===== config.mk =====
export PLATFORM = sky130hd
export DESIGN_NAME = bdp_download_port
export DESIGN_NICKNAME = d
export VERILOG_FILES = /design/src/bdp_pkg.sv /design/src/bdp_download_port.sv /design/src/bdp_skid_buf.sv
export VERILOG_INCLUDE_DIRS = /design/src /design/src/src
export SDC_FILE = /design/constraint.sdc
export NUM_CORES = 1
export LEC_CHECK = 0
export CAP_MARGIN = 20
export CORE_MARGIN = 2
export CORE_UTILIZATION = 70
export CTS_BUF_LIST = sky130_fd_sc_hd__clkbuf_2 sky130_fd_sc_hd__clkbuf_4 sky130_fd_sc_hd__clkbuf_8
export CTS_CLUSTER_DIAMETER = 150
export DETAILED_ROUTE_END_ITERATION = 16
export DONT_BUFFER_PORTS = 1
export HOLD_SLACK_MARGIN = 0.15
export MAX_ROUTING_LAYER = met4
export PLACE_DENSITY = 0.85
export SLEW_MARGIN = 10
export SYNTH_ARGS = -nofsm -noshare
export SYNTH_HDL_FRONTEND = slang
export SYNTH_SLANG_ARGS = --single-unit

===== constraint.sdc =====
create_clock -name sys_clk -period 9.2 [get_ports sys_clk]
set_input_delay 1.38 -clock sys_clk [delete_from_list [all_inputs] [get_ports sys_clk]]
set_output_delay 1.38 -clock sys_clk [all_outputs]
set_load 0.05 [all_outputs]

===== src/bdp_defines.svh =====
// constants for the byte download port: field positions, reset values, decode
`ifndef BDP_DEFINES_SVH
`define BDP_DEFINES_SVH

// ------------------------------------------------------------
// target select field layout
// ------------------------------------------------------------
`define BDP_COMMIT_BIT 6
`define BDP_BOARD_HI 5
`define BDP_BOARD_LO 3
`define BDP_INDEX_HI 2
`define BDP_INDEX_LO 0

// ------------------------------------------------------------
// register index decode
// ------------------------------------------------------------
`define BDP_IDX_IN3_LO 3'h0
`define BDP_IDX_IN3_HI 3'h1
`define BDP_IDX_IN2_LO 3'h2
`define BDP_IDX_IN2_HI 3'h3
`define BDP_IDX_CTL_LO 3'h4
`define BDP_IDX_CTL_HI 3'h5
`define BDP_IDX_IN1_LO 3'h6
`define BDP_IDX_IN1_HI 3'h7

// ------------------------------------------------------------
// control word bits and reset values
// ------------------------------------------------------------
`define BDP_SHIFT_CLOCK_BIT 2
`define BDP_SHIFT_LOAD_BIT 3
`define BDP_BYTE_RST 8'h00
`define BDP_WORD_RST 16'h0000
`define BDP_SHIFT_RST 32'h0000_0000

`endif


===== src/bdp_pkg.sv =====
// types shared by the byte download port
package bdp_pkg;
	typedef logic [7:0] bdp_byte_t;
	typedef logic [15:0] bdp_word_t;
	typedef logic [31:0] bdp_shift_t;
	typedef logic [2:0] bdp_index_t;
endpackage


===== src/bdp_download_port.sv =====
// byte download port with readback shifter
`timescale 1ns/1ps
`include "bdp_defines.svh"
module bdp_download_port #(
	parameter bit MSB_FIRST = 1'b0
) (
	input wire logic sys_clk,
	input wire logic rst,
	input wire bdp_pkg::bdp_byte_t host_data_lines,
	input wire logic select_strobe,
	input wire logic byte_strobe,
	input wire logic [2:0] board_address_jumper,
	input wire logic [3:0] bus_enable_jumper,
	input wire logic shifter_route_jumper,
	input wire bdp_pkg::bdp_word_t output_bus_one,
	input wire bdp_pkg::bdp_word_t output_bus_two,
	output bdp_pkg::bdp_word_t input_bus_one,
	output logic input_bus_one_oe,
	output bdp_pkg::bdp_word_t input_bus_two,
	output logic input_bus_two_oe,
	output bdp_pkg::bdp_word_t input_bus_three,
	output logic input_bus_three_oe,
	output bdp_pkg::bdp_word_t control_word_bus,
	output logic control_word_bus_oe,
	output logic serial_readback
);
	import bdp_pkg::*;

	// ------------------------------------------------------------
	// state
	// ------------------------------------------------------------
	typedef struct packed {
		logic sel_strobe_d;
		logic byte_strobe_d;
		logic commit_d;
		logic load_d;
		logic clock_d;
		bdp_byte_t target_select_reg;
		bdp_byte_t byte_staging_reg;
		logic [7:0][7:0] data_bytes;
		bdp_shift_t output_capture_shifter;
		logic [3:0] oe;
		logic serial;
	} bdp_state_s;

	bdp_state_s st_reg;
	bdp_state_s st_next;

	// staged bytes pass through the buffer on their way to the commit
	logic buf_in_valid;
	logic buf_in_ready;
	logic buf_out_valid;
	logic buf_out_ready;
	bdp_byte_t buf_out_data;
	bdp_byte_t commit_select;
	logic commit_fall;
	logic commit_hit;

	// word made of two data bytes, high index in upper half
	function automatic bdp_word_t bdp_pair(input logic [7:0][7:0] b, input bdp_index_t lo);
		bdp_pair = {b[lo + 3'h1], b[lo]};
	endfunction

	// ------------------------------------------------------------
	// commit detection
	// ------------------------------------------------------------
	// the commit is judged on the value the strobe is loading, so it lands
	// in the same cycle as the select strobe edge
	assign commit_select = host_data_lines;
	assign commit_fall = select_strobe & ~st_reg.sel_strobe_d & st_reg.commit_d
		& ~commit_select[`BDP_COMMIT_BIT];
	assign commit_hit = commit_fall
		& (commit_select[`BDP_BOARD_HI:`BDP_BOARD_LO] == board_address_jumper);
	// two stalled staging words block the next byte strobe; nothing here stalls
	assign buf_in_valid = byte_strobe & ~st_reg.byte_strobe_d;
	assign buf_out_ready = 1'b1;

	bdp_skid_buf u_stage_buf (
		.sys_clk(sys_clk),
		.rst(rst),
		.in_valid(buf_in_valid),
		.in_ready(buf_in_ready),
		.in_data(host_data_lines),
		.out_valid(buf_out_valid),
		.out_ready(buf_out_ready),
		.out_data(buf_out_data)
	);

	// next state
	always_comb begin
		st_next = st_reg;
		st_next.sel_strobe_d = select_strobe;
		st_next.byte_strobe_d = byte_strobe;
		st_next.load_d = st_reg.data_bytes[`BDP_IDX_CTL_LO][`BDP_SHIFT_LOAD_BIT];
		st_next.clock_d = st_reg.data_bytes[`BDP_IDX_CTL_LO][`BDP_SHIFT_CLOCK_BIT];
		if (select_strobe && !st_reg.sel_strobe_d) begin
			st_next.target_select_reg = host_data_lines;
			st_next.commit_d = host_data_lines[`BDP_COMMIT_BIT];
		end
		if (buf_out_valid) begin
			st_next.byte_staging_reg = buf_out_data;
		end
		if (commit_hit) begin
			// index field picks one of eight bytes
			st_next.data_bytes[commit_select[`BDP_INDEX_HI:`BDP_INDEX_LO]] = st_reg.byte_staging_reg;
		end
		// shifter driven only from control word bits
		if (st_next.load_d && !st_reg.load_d) begin
			st_next.output_capture_shifter = {output_bus_one, output_bus_two};
		end else if (st_next.clock_d && !st_reg.clock_d) begin
			if (MSB_FIRST) begin
				st_next.output_capture_shifter = {st_reg.output_capture_shifter[30:0], 1'b0};
			end else begin
				st_next.output_capture_shifter = {1'b0, st_reg.output_capture_shifter[31:1]};
			end
		end
		st_next.serial = shifter_route_jumper & (MSB_FIRST ? st_next.output_capture_shifter[31]
			: st_next.output_capture_shifter[0]);
		st_next.oe = bus_enable_jumper;
	end

	// registered state; commit detector starts low
	always_ff @(posedge sys_clk or posedge rst) begin
		if (rst) begin
			st_reg <= '0;
		end else begin
			st_reg <= st_next;
		end
	end

	// ------------------------------------------------------------
	// outputs straight from flip-flops
	// ------------------------------------------------------------
	assign input_bus_three = bdp_pair(st_reg.data_bytes, `BDP_IDX_IN3_LO);
	assign input_bus_two = bdp_pair(st_reg.data_bytes, `BDP_IDX_IN2_LO);
	assign control_word_bus = bdp_pair(st_reg.data_bytes, `BDP_IDX_CTL_LO);
	assign input_bus_one = bdp_pair(st_reg.data_bytes, `BDP_IDX_IN1_LO);
	assign input_bus_one_oe = st_reg.oe[0];
	assign input_bus_two_oe = st_reg.oe[1];
	assign input_bus_three_oe = st_reg.oe[2];
	assign control_word_bus_oe = st_reg.oe[3];
	assign serial_readback = st_reg.serial;
endmodule


===== src/bdp_skid_buf.sv =====
// two-entry buffer with valid/ready on both sides
`timescale 1ns/1ps
module bdp_skid_buf (
	input wire logic sys_clk,
	input wire logic rst,
	input wire logic in_valid,
	output logic in_ready,
	input wire bdp_pkg::bdp_byte_t in_data,
	output logic out_valid,
	input wire logic out_ready,
	output bdp_pkg::bdp_byte_t out_data
);
	import bdp_pkg::*;

	typedef struct packed {
		logic [1:0] vld;
		bdp_byte_t d0;
		bdp_byte_t d1;
	} bdp_buf_s;

	bdp_buf_s st_reg;
	bdp_buf_s st_next;
	logic push;
	logic pop;

	// ------------------------------------------------------------
	// entry 0 is the head; entry 1 catches a word while head stalls
	// ------------------------------------------------------------
	assign in_ready = ~st_reg.vld[1];
	assign out_valid = st_reg.vld[0];
	assign out_data = st_reg.d0;
	assign push = in_valid & in_ready;
	assign pop = st_reg.vld[0] & out_ready;

	// next state: pop shifts entry 1 down, push fills lowest free slot
	always_comb begin
		st_next = st_reg;
		if (pop) begin
			st_next.d0 = st_reg.d1;
			st_next.vld = {1'b0, st_reg.vld[1]};
		end
		if (push) begin
			if (!st_next.vld[0]) begin
				st_next.d0 = in_data;
				st_next.vld[0] = 1'b1;
			end else begin
				st_next.d1 = in_data;
				st_next.vld[1] = 1'b1;
			end
		end
	end

	// state register
	always_ff @(posedge sys_clk or posedge rst) begin
		if (rst) begin
			st_reg <= '0;
		end else begin
			st_reg <= st_next;
		end
	end
endmodule


# Word-level counts from Yosys, hierarchy flattened
# Cells that the tools add are included.
[classes]
n_addsub = 0
eq_ne = 1
order_cmp = 2
muxes = 10
bitwise_logic = 11
shifts = 0
mul = 0
n_reduce_logical = 9
div = 0
[op_table]
columns = ["op", "count"]
rows = [
  ["bitwise mux 64 bit", 1],
  ["2-to-1 mux 32 bit", 2],
  ["demux 8 bit (select 3 bit)", 1],
  ["2-to-1 mux 8 bit", 3],
  ["2-to-1 mux 18 bit", 1],
  ["2-to-1 mux 10 bit", 1],
  ["AND 1 bit", 7],
  ["logical AND 1 bit", 4],
  ["< comparator 3 x 4 -> 1 bit, second input constant", 1],
  ["inverter 1 bit", 4],
  ["equality test 3 bit", 1],
  ["greater-or-equal comparator 3 x 1 -> 1 bit, second input constant", 1],
  ["logical NOT 1 bit", 3],
  ["AND reduction 2 bit", 1],
  ["nonzero test 2 bit", 1],
  ["2-to-1 mux 1 bit", 1],
]
[totals]
reg_bits = 132
mem_count = 0
out_inout_bits = 69
mem_bits_rw = 0
latchBits = 0
romBits = 0

# Longest topological paths before layout
# Gate-level depths: netlist of the first run.
[depth]
depth_word = 5
depth_mapped = 5
depth_no_buf = 4

# Hierarchy
# A second synthesis of the first run with hierarchy kept.
[unflattened]
cells_unflattened = 451
area_unflattened_um2 = 5958.2
[by_module_without_submodules]
columns = ["module", "cells_per_inst", "area_each_um2", "n_inst"]
rows = [
  ["bdp_download_port", 390, 5098.6, 1],
  ["bdp_skid_buf", 61, 859.6, 1],
]

# Worst setup path before layout of the first run
# Ideal clock, no wire load.
[synth_path]
path_kind = "input to register"
from = "input host_data_lines[6]"
to = "register st_reg (netlist bit input_bus_two[0])"
t_required_ps = 9075
setup_slack_ps = 6287
arrival_time_ps = 2788
path_stages = 5
path_cell_list = "and4bb_2 > nand4_4 > or4b_1 > buf_6 > mux2_4"
[synth_between]
elab_chain_len = 3
[synth_lines]
columns = ["element", "line", "rtl"]
rows = [
  ["from (decl)", "bdp_download_port.sv:9", "input wire bdp_pkg::bdp_byte_t host_data_lines,"],
  ["inverter 1 bit", "bdp_download_port.sv:71", "& ~commit_select[`BDP_COMMIT_BIT];"],
  ["AND 1 bit", "bdp_download_port.sv:70", "assign commit_fall = select_strobe & ~st_reg.sel_strobe_d & st_reg.commit_d"],
  ["AND 1 bit", "bdp_download_port.sv:72", "assign commit_hit = commit_fall"],
  ["to (signal assigned)", "bdp_download_port.sv:127", "st_reg <= st_next;"],
  ["to (decl)", "bdp_download_port.sv:46", "bdp_state_s st_reg;"],
]
# Every way passes these cells.
# A chain may end at the register's enable or synchronous reset.

# Worst setup path after layout of the first run
[layout_path]
from = "input host_data_lines[6]"
to = "register st_reg (netlist bit input_bus_three[10])"
# The elaborated chain is that of the path after synthesis.

==> results of run 1 <==
worst register-to-register path, delay by kind of cell, from the launching register on:
| family | cells | cell delay [ps] |
|---|---|---|
| AO/OA/AOI/OAI | 1 | 310 |
| flip-flops | 1 | 680 |
| multiplexers | 1 | 180 |
| AND/OR/NAND/NOR | 2 | 1160 |
cell usage in the layout, fill, tap and decap left out, drive strengths merged:
master / netlist / routed
nand2: 40 / 40
nand3: 1 / 1
clkinvlp: 0 / 3
a22o: 1 / 1
dfrtp: 132 / 132
or4b: 2 / 2
and4bb: 1 / 1
nand4: 1 / 1
bufinv: 0 / 4
mux2: 73 / 73
nor3b: 1 / 1
mux2i: 39 / 39
nor4b: 1 / 1
a21o: 1 / 1
inv: 1 / 2
or4: 1 / 1
nor3: 1 / 1
and2: 1 / 1
buf: 71 / 4
nand3b: 1 / 1
clkinv: 0 / 4
o21ai: 39 / 39
xnor2: 3 / 3
nor2b: 4 / 4
nor2: 3 / 3
nand4bb: 1 / 1
clkbuf: 21 / 20
metrics by stage:
step	worst slack [ps]	instances	instance area, µm²	utilization, %
final	6436	489	5794	71.60
after global routing	6403	489	5794	71.60
after CTS	6461	487	5747	71.01
after detailed placement	6013	455	5305	65.55
after global placement	6041	455	5305	65.55
after floorplan	4294	440	5747	-
synth_stat cells, types with 3 or more instances:
library cell / n / area share (%)
clkbuf_1: 21 / 1.4
o21ai_0: 39 / 3.4
xnor2_1: 3 / 0.46
dfrtp_1: 132 / 57
buf_2: 4 / 0.35
mux2_4: 16 / 4.2
nor2b_1: 4 / 0.44
mux2i_1: 39 / 6.8
buf_4: 64 / 8.4
nand2_1: 40 / 2.6
mux2_2: 57 / 11
logic make-up after synthesis:
group / count (synthesis) / share of synthesized area (%)
compound gates: 41 / 3.680
flops: 132 / 57.48
mux: 112 / 22.14
simple gates: 59 / 5.639
buf+inv: 93 / 10.60
xor+xnor: 3 / 0.4573
where the power goes:
group | internal (µW) | switching [µW]
combinational | 51.7 | 50.5
clock | 310 | 217
sequential | 652 | 93.0
total | 1010 | 361
final timing paths:
path | from | endpoint | slack [ps] | depth (start not counted)
max reg2reg | control_word_bus[2]$_DFFE_PP0P_ | serial_readback$_DFF_PP0_ | 6810 | 4
min | u_stage_buf.st_reg[6]$_DFFE_PP0P_ | u_stage_buf.st_reg[6]$_DFFE_PP0P_ | 380 | 0
max in group asynchronous | rst | u_stage_buf.out_data[1]$_DFF_PP0_ | 7230 | 3
min reg2reg | u_stage_buf.st_reg[6]$_DFFE_PP0P_ | u_stage_buf.st_reg[6]$_DFFE_PP0P_ | 380 | 0
min in group asynchronous | rst | control_word_bus_oe$_DFF_PP0_ | 900 | 1
max | host_data_lines[6] | input_bus_three[10]$_DFFE_PP0P_ | 6440 | 4
area by class of cell:
cell class | instances | area [µm²] | area share, %
flip-flops and latches | 132 | 3303 | 57.01
clock inverters | 12 | 178.9 | 3.088
inverters | 1 | 6.256 | 0.1080
multi-input cells | 215 | 1849 | 31.92
clock buffers | 20 | 262.8 | 4.535
well taps | 105 | 131.4 | 2.267
repair buffers | 4 | 62.56 | 1.080
routing by layer:
layer | wire (µm) | track usage (%)
met1 | 4165 | 30.83
met2 | 5058 | 36.64
met3 | 632 | 7.103
met4 | 105 | 9.420
met5 | 0 | -
==> flow_summary.ini, run 1 <==
[status]
outcome = complete, no violations

[cells_and_area]
drive_above_1_share_pct = 30.73
largest_register_ffs = 45
n_fill_cell = 541
nets = 423
antenna_cells = 0
area_growth_pct = 0.8274

[route]
num_vias = 2860
wl_per_cell_um = 20.37
routed_wl_um = 9962
first_iter_violations = 163
first_pass_iters = 4
antenna_left = 0
drc = 0
viasPerCell = 5.849

[clock_tree]
cts_made_buffers = 17
post_cts_buffers = 0
cts_max_level = 4
clock_latency_ps = 410
cts_resized = 0
cts_tree = built
root_buffer = clkbuf_8
clk_pin_slew_worst_paths_ps = 70
clkSinkCount = 132
holdBufCountCts = 0
clockBufferDepth = 2

[placed_design]
hpwl_um = 6526
io_buffer_count = 0
gp_congestion = 0.7562

[worst_setup_path]
path_cells = and4bb_2 > nand4_4 > or4b_1 > mux2_4
required_ps = 9490
worstPathArrival_ps = 3050
start_kind = input pin
path_class = in2reg
path_delay_family = simple AND/OR/NAND/NOR gates
cp_max_fo = 8
timing.critical_path.buf_inv = 0
cp_slowest_stage_delay_ps = 780
slowest_stage = or4b_1
cp-end-kind = flop

[yosys]
synth_edf_count = 0
synth_flop_cell = dfrtp_1
yosys_warnings = 0
async_reset_ff_share_pct = 100.0
synth_seq_cells = 132
synth.net_count = 492
avgSynthCellArea_um2 = 13.06
ys_types = 29
yosysSeqAreaShare_pct = 57.48
syn_inst = 440
post_synth_instance_area_um2 = 5747

[timing]
tightest_slew_ps = 1104
setup_viol = 0
fin_setup_tns_ps = 0
rsz0062_at_grt = no
finalHoldViolations = 0
slew_headroom_pct = 26.22
drv_slew = 0
fin_crit_sh_pct = 30.05
fin_skew_ps = 10.48
fin_crit_ps = 2764
holdWs_ps = 378.0
max_freq_mhz = 361.8

[min_path]
hold_path_class = reg2reg

[die]
die-area_um2 = 8950
die_height_um = 94.61
design.core.area_um2 = 8093
die_x_um = 94.61
start_util_pct = 71.01
rows = 33
ios = 121

[grt]
grt_pass1_vias = 2893
overflow = 0
grt_max_degree = 86
grt_usage_pct = 24.10
antenna_found_initial = 0
grt_first_pass_wirelength_um = 15430

[power]
ir_drop_v = 0.0001302
p_per_area_nw_per_um2 = 237.1
finalPower_uw = 1374
p_leak_uw = 0.002614

[flow_run]
max-cap-violations = 0
(Power assumes the default switching activity.)
==> inputs of run 2 (changes only) <==
--- a/config.mk
+++ b/config.mk
@@ -8,14 +8,14 @@
 export LEC_CHECK = 0
 export CAP_MARGIN = 20
 export CORE_MARGIN = 2
-export CORE_UTILIZATION = 70
+export CORE_UTILIZATION = 66
 export CTS_BUF_LIST = sky130_fd_sc_hd__clkbuf_2 sky130_fd_sc_hd__clkbuf_4 sky130_fd_sc_hd__clkbuf_8
 export CTS_CLUSTER_DIAMETER = 150
 export DETAILED_ROUTE_END_ITERATION = 16
 export DONT_BUFFER_PORTS = 1
 export HOLD_SLACK_MARGIN = 0.15
 export MAX_ROUTING_LAYER = met4
-export PLACE_DENSITY = 0.85
+export PLACE_DENSITY = 0.81
 export SLEW_MARGIN = 10
 export SYNTH_ARGS = -nofsm -noshare
 export SYNTH_HDL_FRONTEND = slang
==> constraint.sdc (replaced) <==
create_clock -name sys_clk -period 2.8 [get_ports sys_clk]
set_input_delay 0.42 -clock sys_clk [delete_from_list [all_inputs] [get_ports sys_clk]]
set_output_delay 0.42 -clock sys_clk [all_outputs]
set_load 0.05 [all_outputs]
==> flow_summary.ini, run 2 (synthesis gave the netlist of run 1 again) <==
[clock_tree]
post_cts_buffers = 0
clk_pin_slew_worst_paths_ps = 60
cts_max_level = 4
clock_latency_ps = 410
clkSinkCount = 132
cts_made_buffers = 17
cts_tree = built
root_buffer = clkbuf_8
clockBufferDepth = 2
cts_resized = 0

[timing]
fin_crit_sh_pct = 77.93
holdWs_ps = 319.5
rsz0062_at_grt = no
fin_setup_tns_ps = 0
fin_crit_ps = 2182
slew_headroom_pct = 48.68
fin_skew_ps = 8.778
setup_viol = 0
drv_slew = 0
max_freq_mhz = 458.3
finalWorstSetupSlack_ps = 617.9
finalHoldViolations = 0
tightest_slew_ps = 769.8

[route]
wl_per_cell_um = 19.22
first_iter_violations = 126
antenna_left = 0
first_pass_iters = 4
drc = 0
num_vias = 3069
viasPerCell = 5.673
routed_wl_um = 10400

[cells_and_area]
n_fill_cell = 555
stdcell_count = 541
drive_above_1_share_pct = 27.31
layout_common_cells = 132 x dfrtp_1, 57 x mux2_2, 48 x dlygate4sd3_1, 40 x nand2_1
multiInputGateArea_um2 = 1849
layout_commonest_cell = dfrtp_1
ff_latch_area_um2 = 3303
area_growth_pct = 9.231
nets = 475
largest_register_ffs = 45

[power]
clkPwrFrac_pct = 35.6
p_sw_uw = 1121
power.internal_uw = 3297
swShare_pct = 25.36
ir_drop_v = 0.0003414
p_per_area_nw_per_um2 = 703.8
p_leak_uw = 0.002825
p_seq_share_pct = 55.4
pwr-share-comb_pct = 8.9

[placed_design]
dp.cells = 463
hpwl_um = 6613
io_buffer_count = 0
dpl_worst_slack_ps = 520.6
gp_congestion = 0.7689

[grt]
grt_pass1_vias = 3093
grt_first_pass_wirelength_um = 16800
grt_max_degree = 44
grt_usage_pct = 23.78
overflow = 0
antenna_found_initial = 1

[worst_setup_path]
path_class = reg2reg
cp_max_fo = 8
cp-end-kind = flop
path_delay_family = simple AND/OR/NAND/NOR gates
required_ps = 3090
path_cells = and4bb_2 > nand4_4 > or4b_1 > mux2_4
timing.critical_path.buf_inv = 0
start_kind = flop
worstPathArrival_ps = 2480
cp_slowest_stage_delay_ps = 790
slowest_stage = or4b_1
reg2reg_from = st_reg[121]$_DFF_PP0_
cp-startpoint = st_reg[121]$_DFF_PP0_

[die]
start_util_pct = 66.88
die-area_um2 = 9469
design.core.area_um2 = 8593
die_height_um = 97.31
rows = 34
die_x_um = 97.31
ios = 121

[status]
outcome = complete, no violations

[min_path]
hold_path_startpoint = select_strobe
hold_path_class = in2reg

[flow_run]
max-cap-violations = 0
run 2: path summary, 6_finish.rpt:
| kind | endpoint | cells past startpoint | slack, ps |
|---|---|---|---|
| min in group asynchronous | control_word_bus[13]$_DFFE_PP0P_ | 2 | 430 |
| worst min-delay path | st_reg[119]$_DFFE_PP0P_ | 2 | 320 |
| max in group asynchronous | input_bus_one[0]$_DFFE_PP0P_ | 4 | 1640 |
| worst max register to register | input_bus_two[3]$_DFFE_PP0P_ | 4 | 620 |
| worst max-delay path | input_bus_two[3]$_DFFE_PP0P_ | 4 | 620 |
| worst min register to register | u_stage_buf.st_reg[4]$_DFFE_PP0P_ | 0 | 380 |
run 2: layout make-up:
cell class	count	area share [%]
Timing Repair Buffer	56	9.408
Sequential cell	132	52.62
Inverter	1	0.1196
Tap cell	108	2.153
Antenna cell	1	0.03986
Clock inverter	6	1.674
Clock buffer	22	4.525
Multi-Input combinational cell	215	29.46
run 2: per-layer routing:
layer	GRT usage, %	vias to the layer above	wire, µm
met5	-	-	0
met4	9.295	0	250
met3	6.978	22	537
met2	35.52	102	5032
met1	31.24	1549	4578
li1	-	1396	-
run 2: repair_timing:
item | CTS | global route
hold buffers | 48 | 0
endpoints found under the hold margin | 88 | 0
setup endpoints to repair | 0 | 0
run 2: per-stage QoR:
stage          utilization [%]  instance area, µm²  power (µW)
2_1_floorplan                -                5751        2711
3_3_place_gp             62.67                5385        2777
3_5_place_dp             62.67                5385        2817
4_1_cts                  72.79                6255        4453
5_1_grt                  73.05                6277        4619
6_report                 73.05                6277        4418
run 2: power groups by stage:
stage          logic [µW]  clock network, µW  registers [µW]
3_3_place_gp          313                  0            2460
4_1_cts               392               1610            2450
5_1_grt               454               1690            2480
2_1_floorplan         402                  0            2310
3_5_place_dp          335                  0            2480
6_report              394               1570            2450
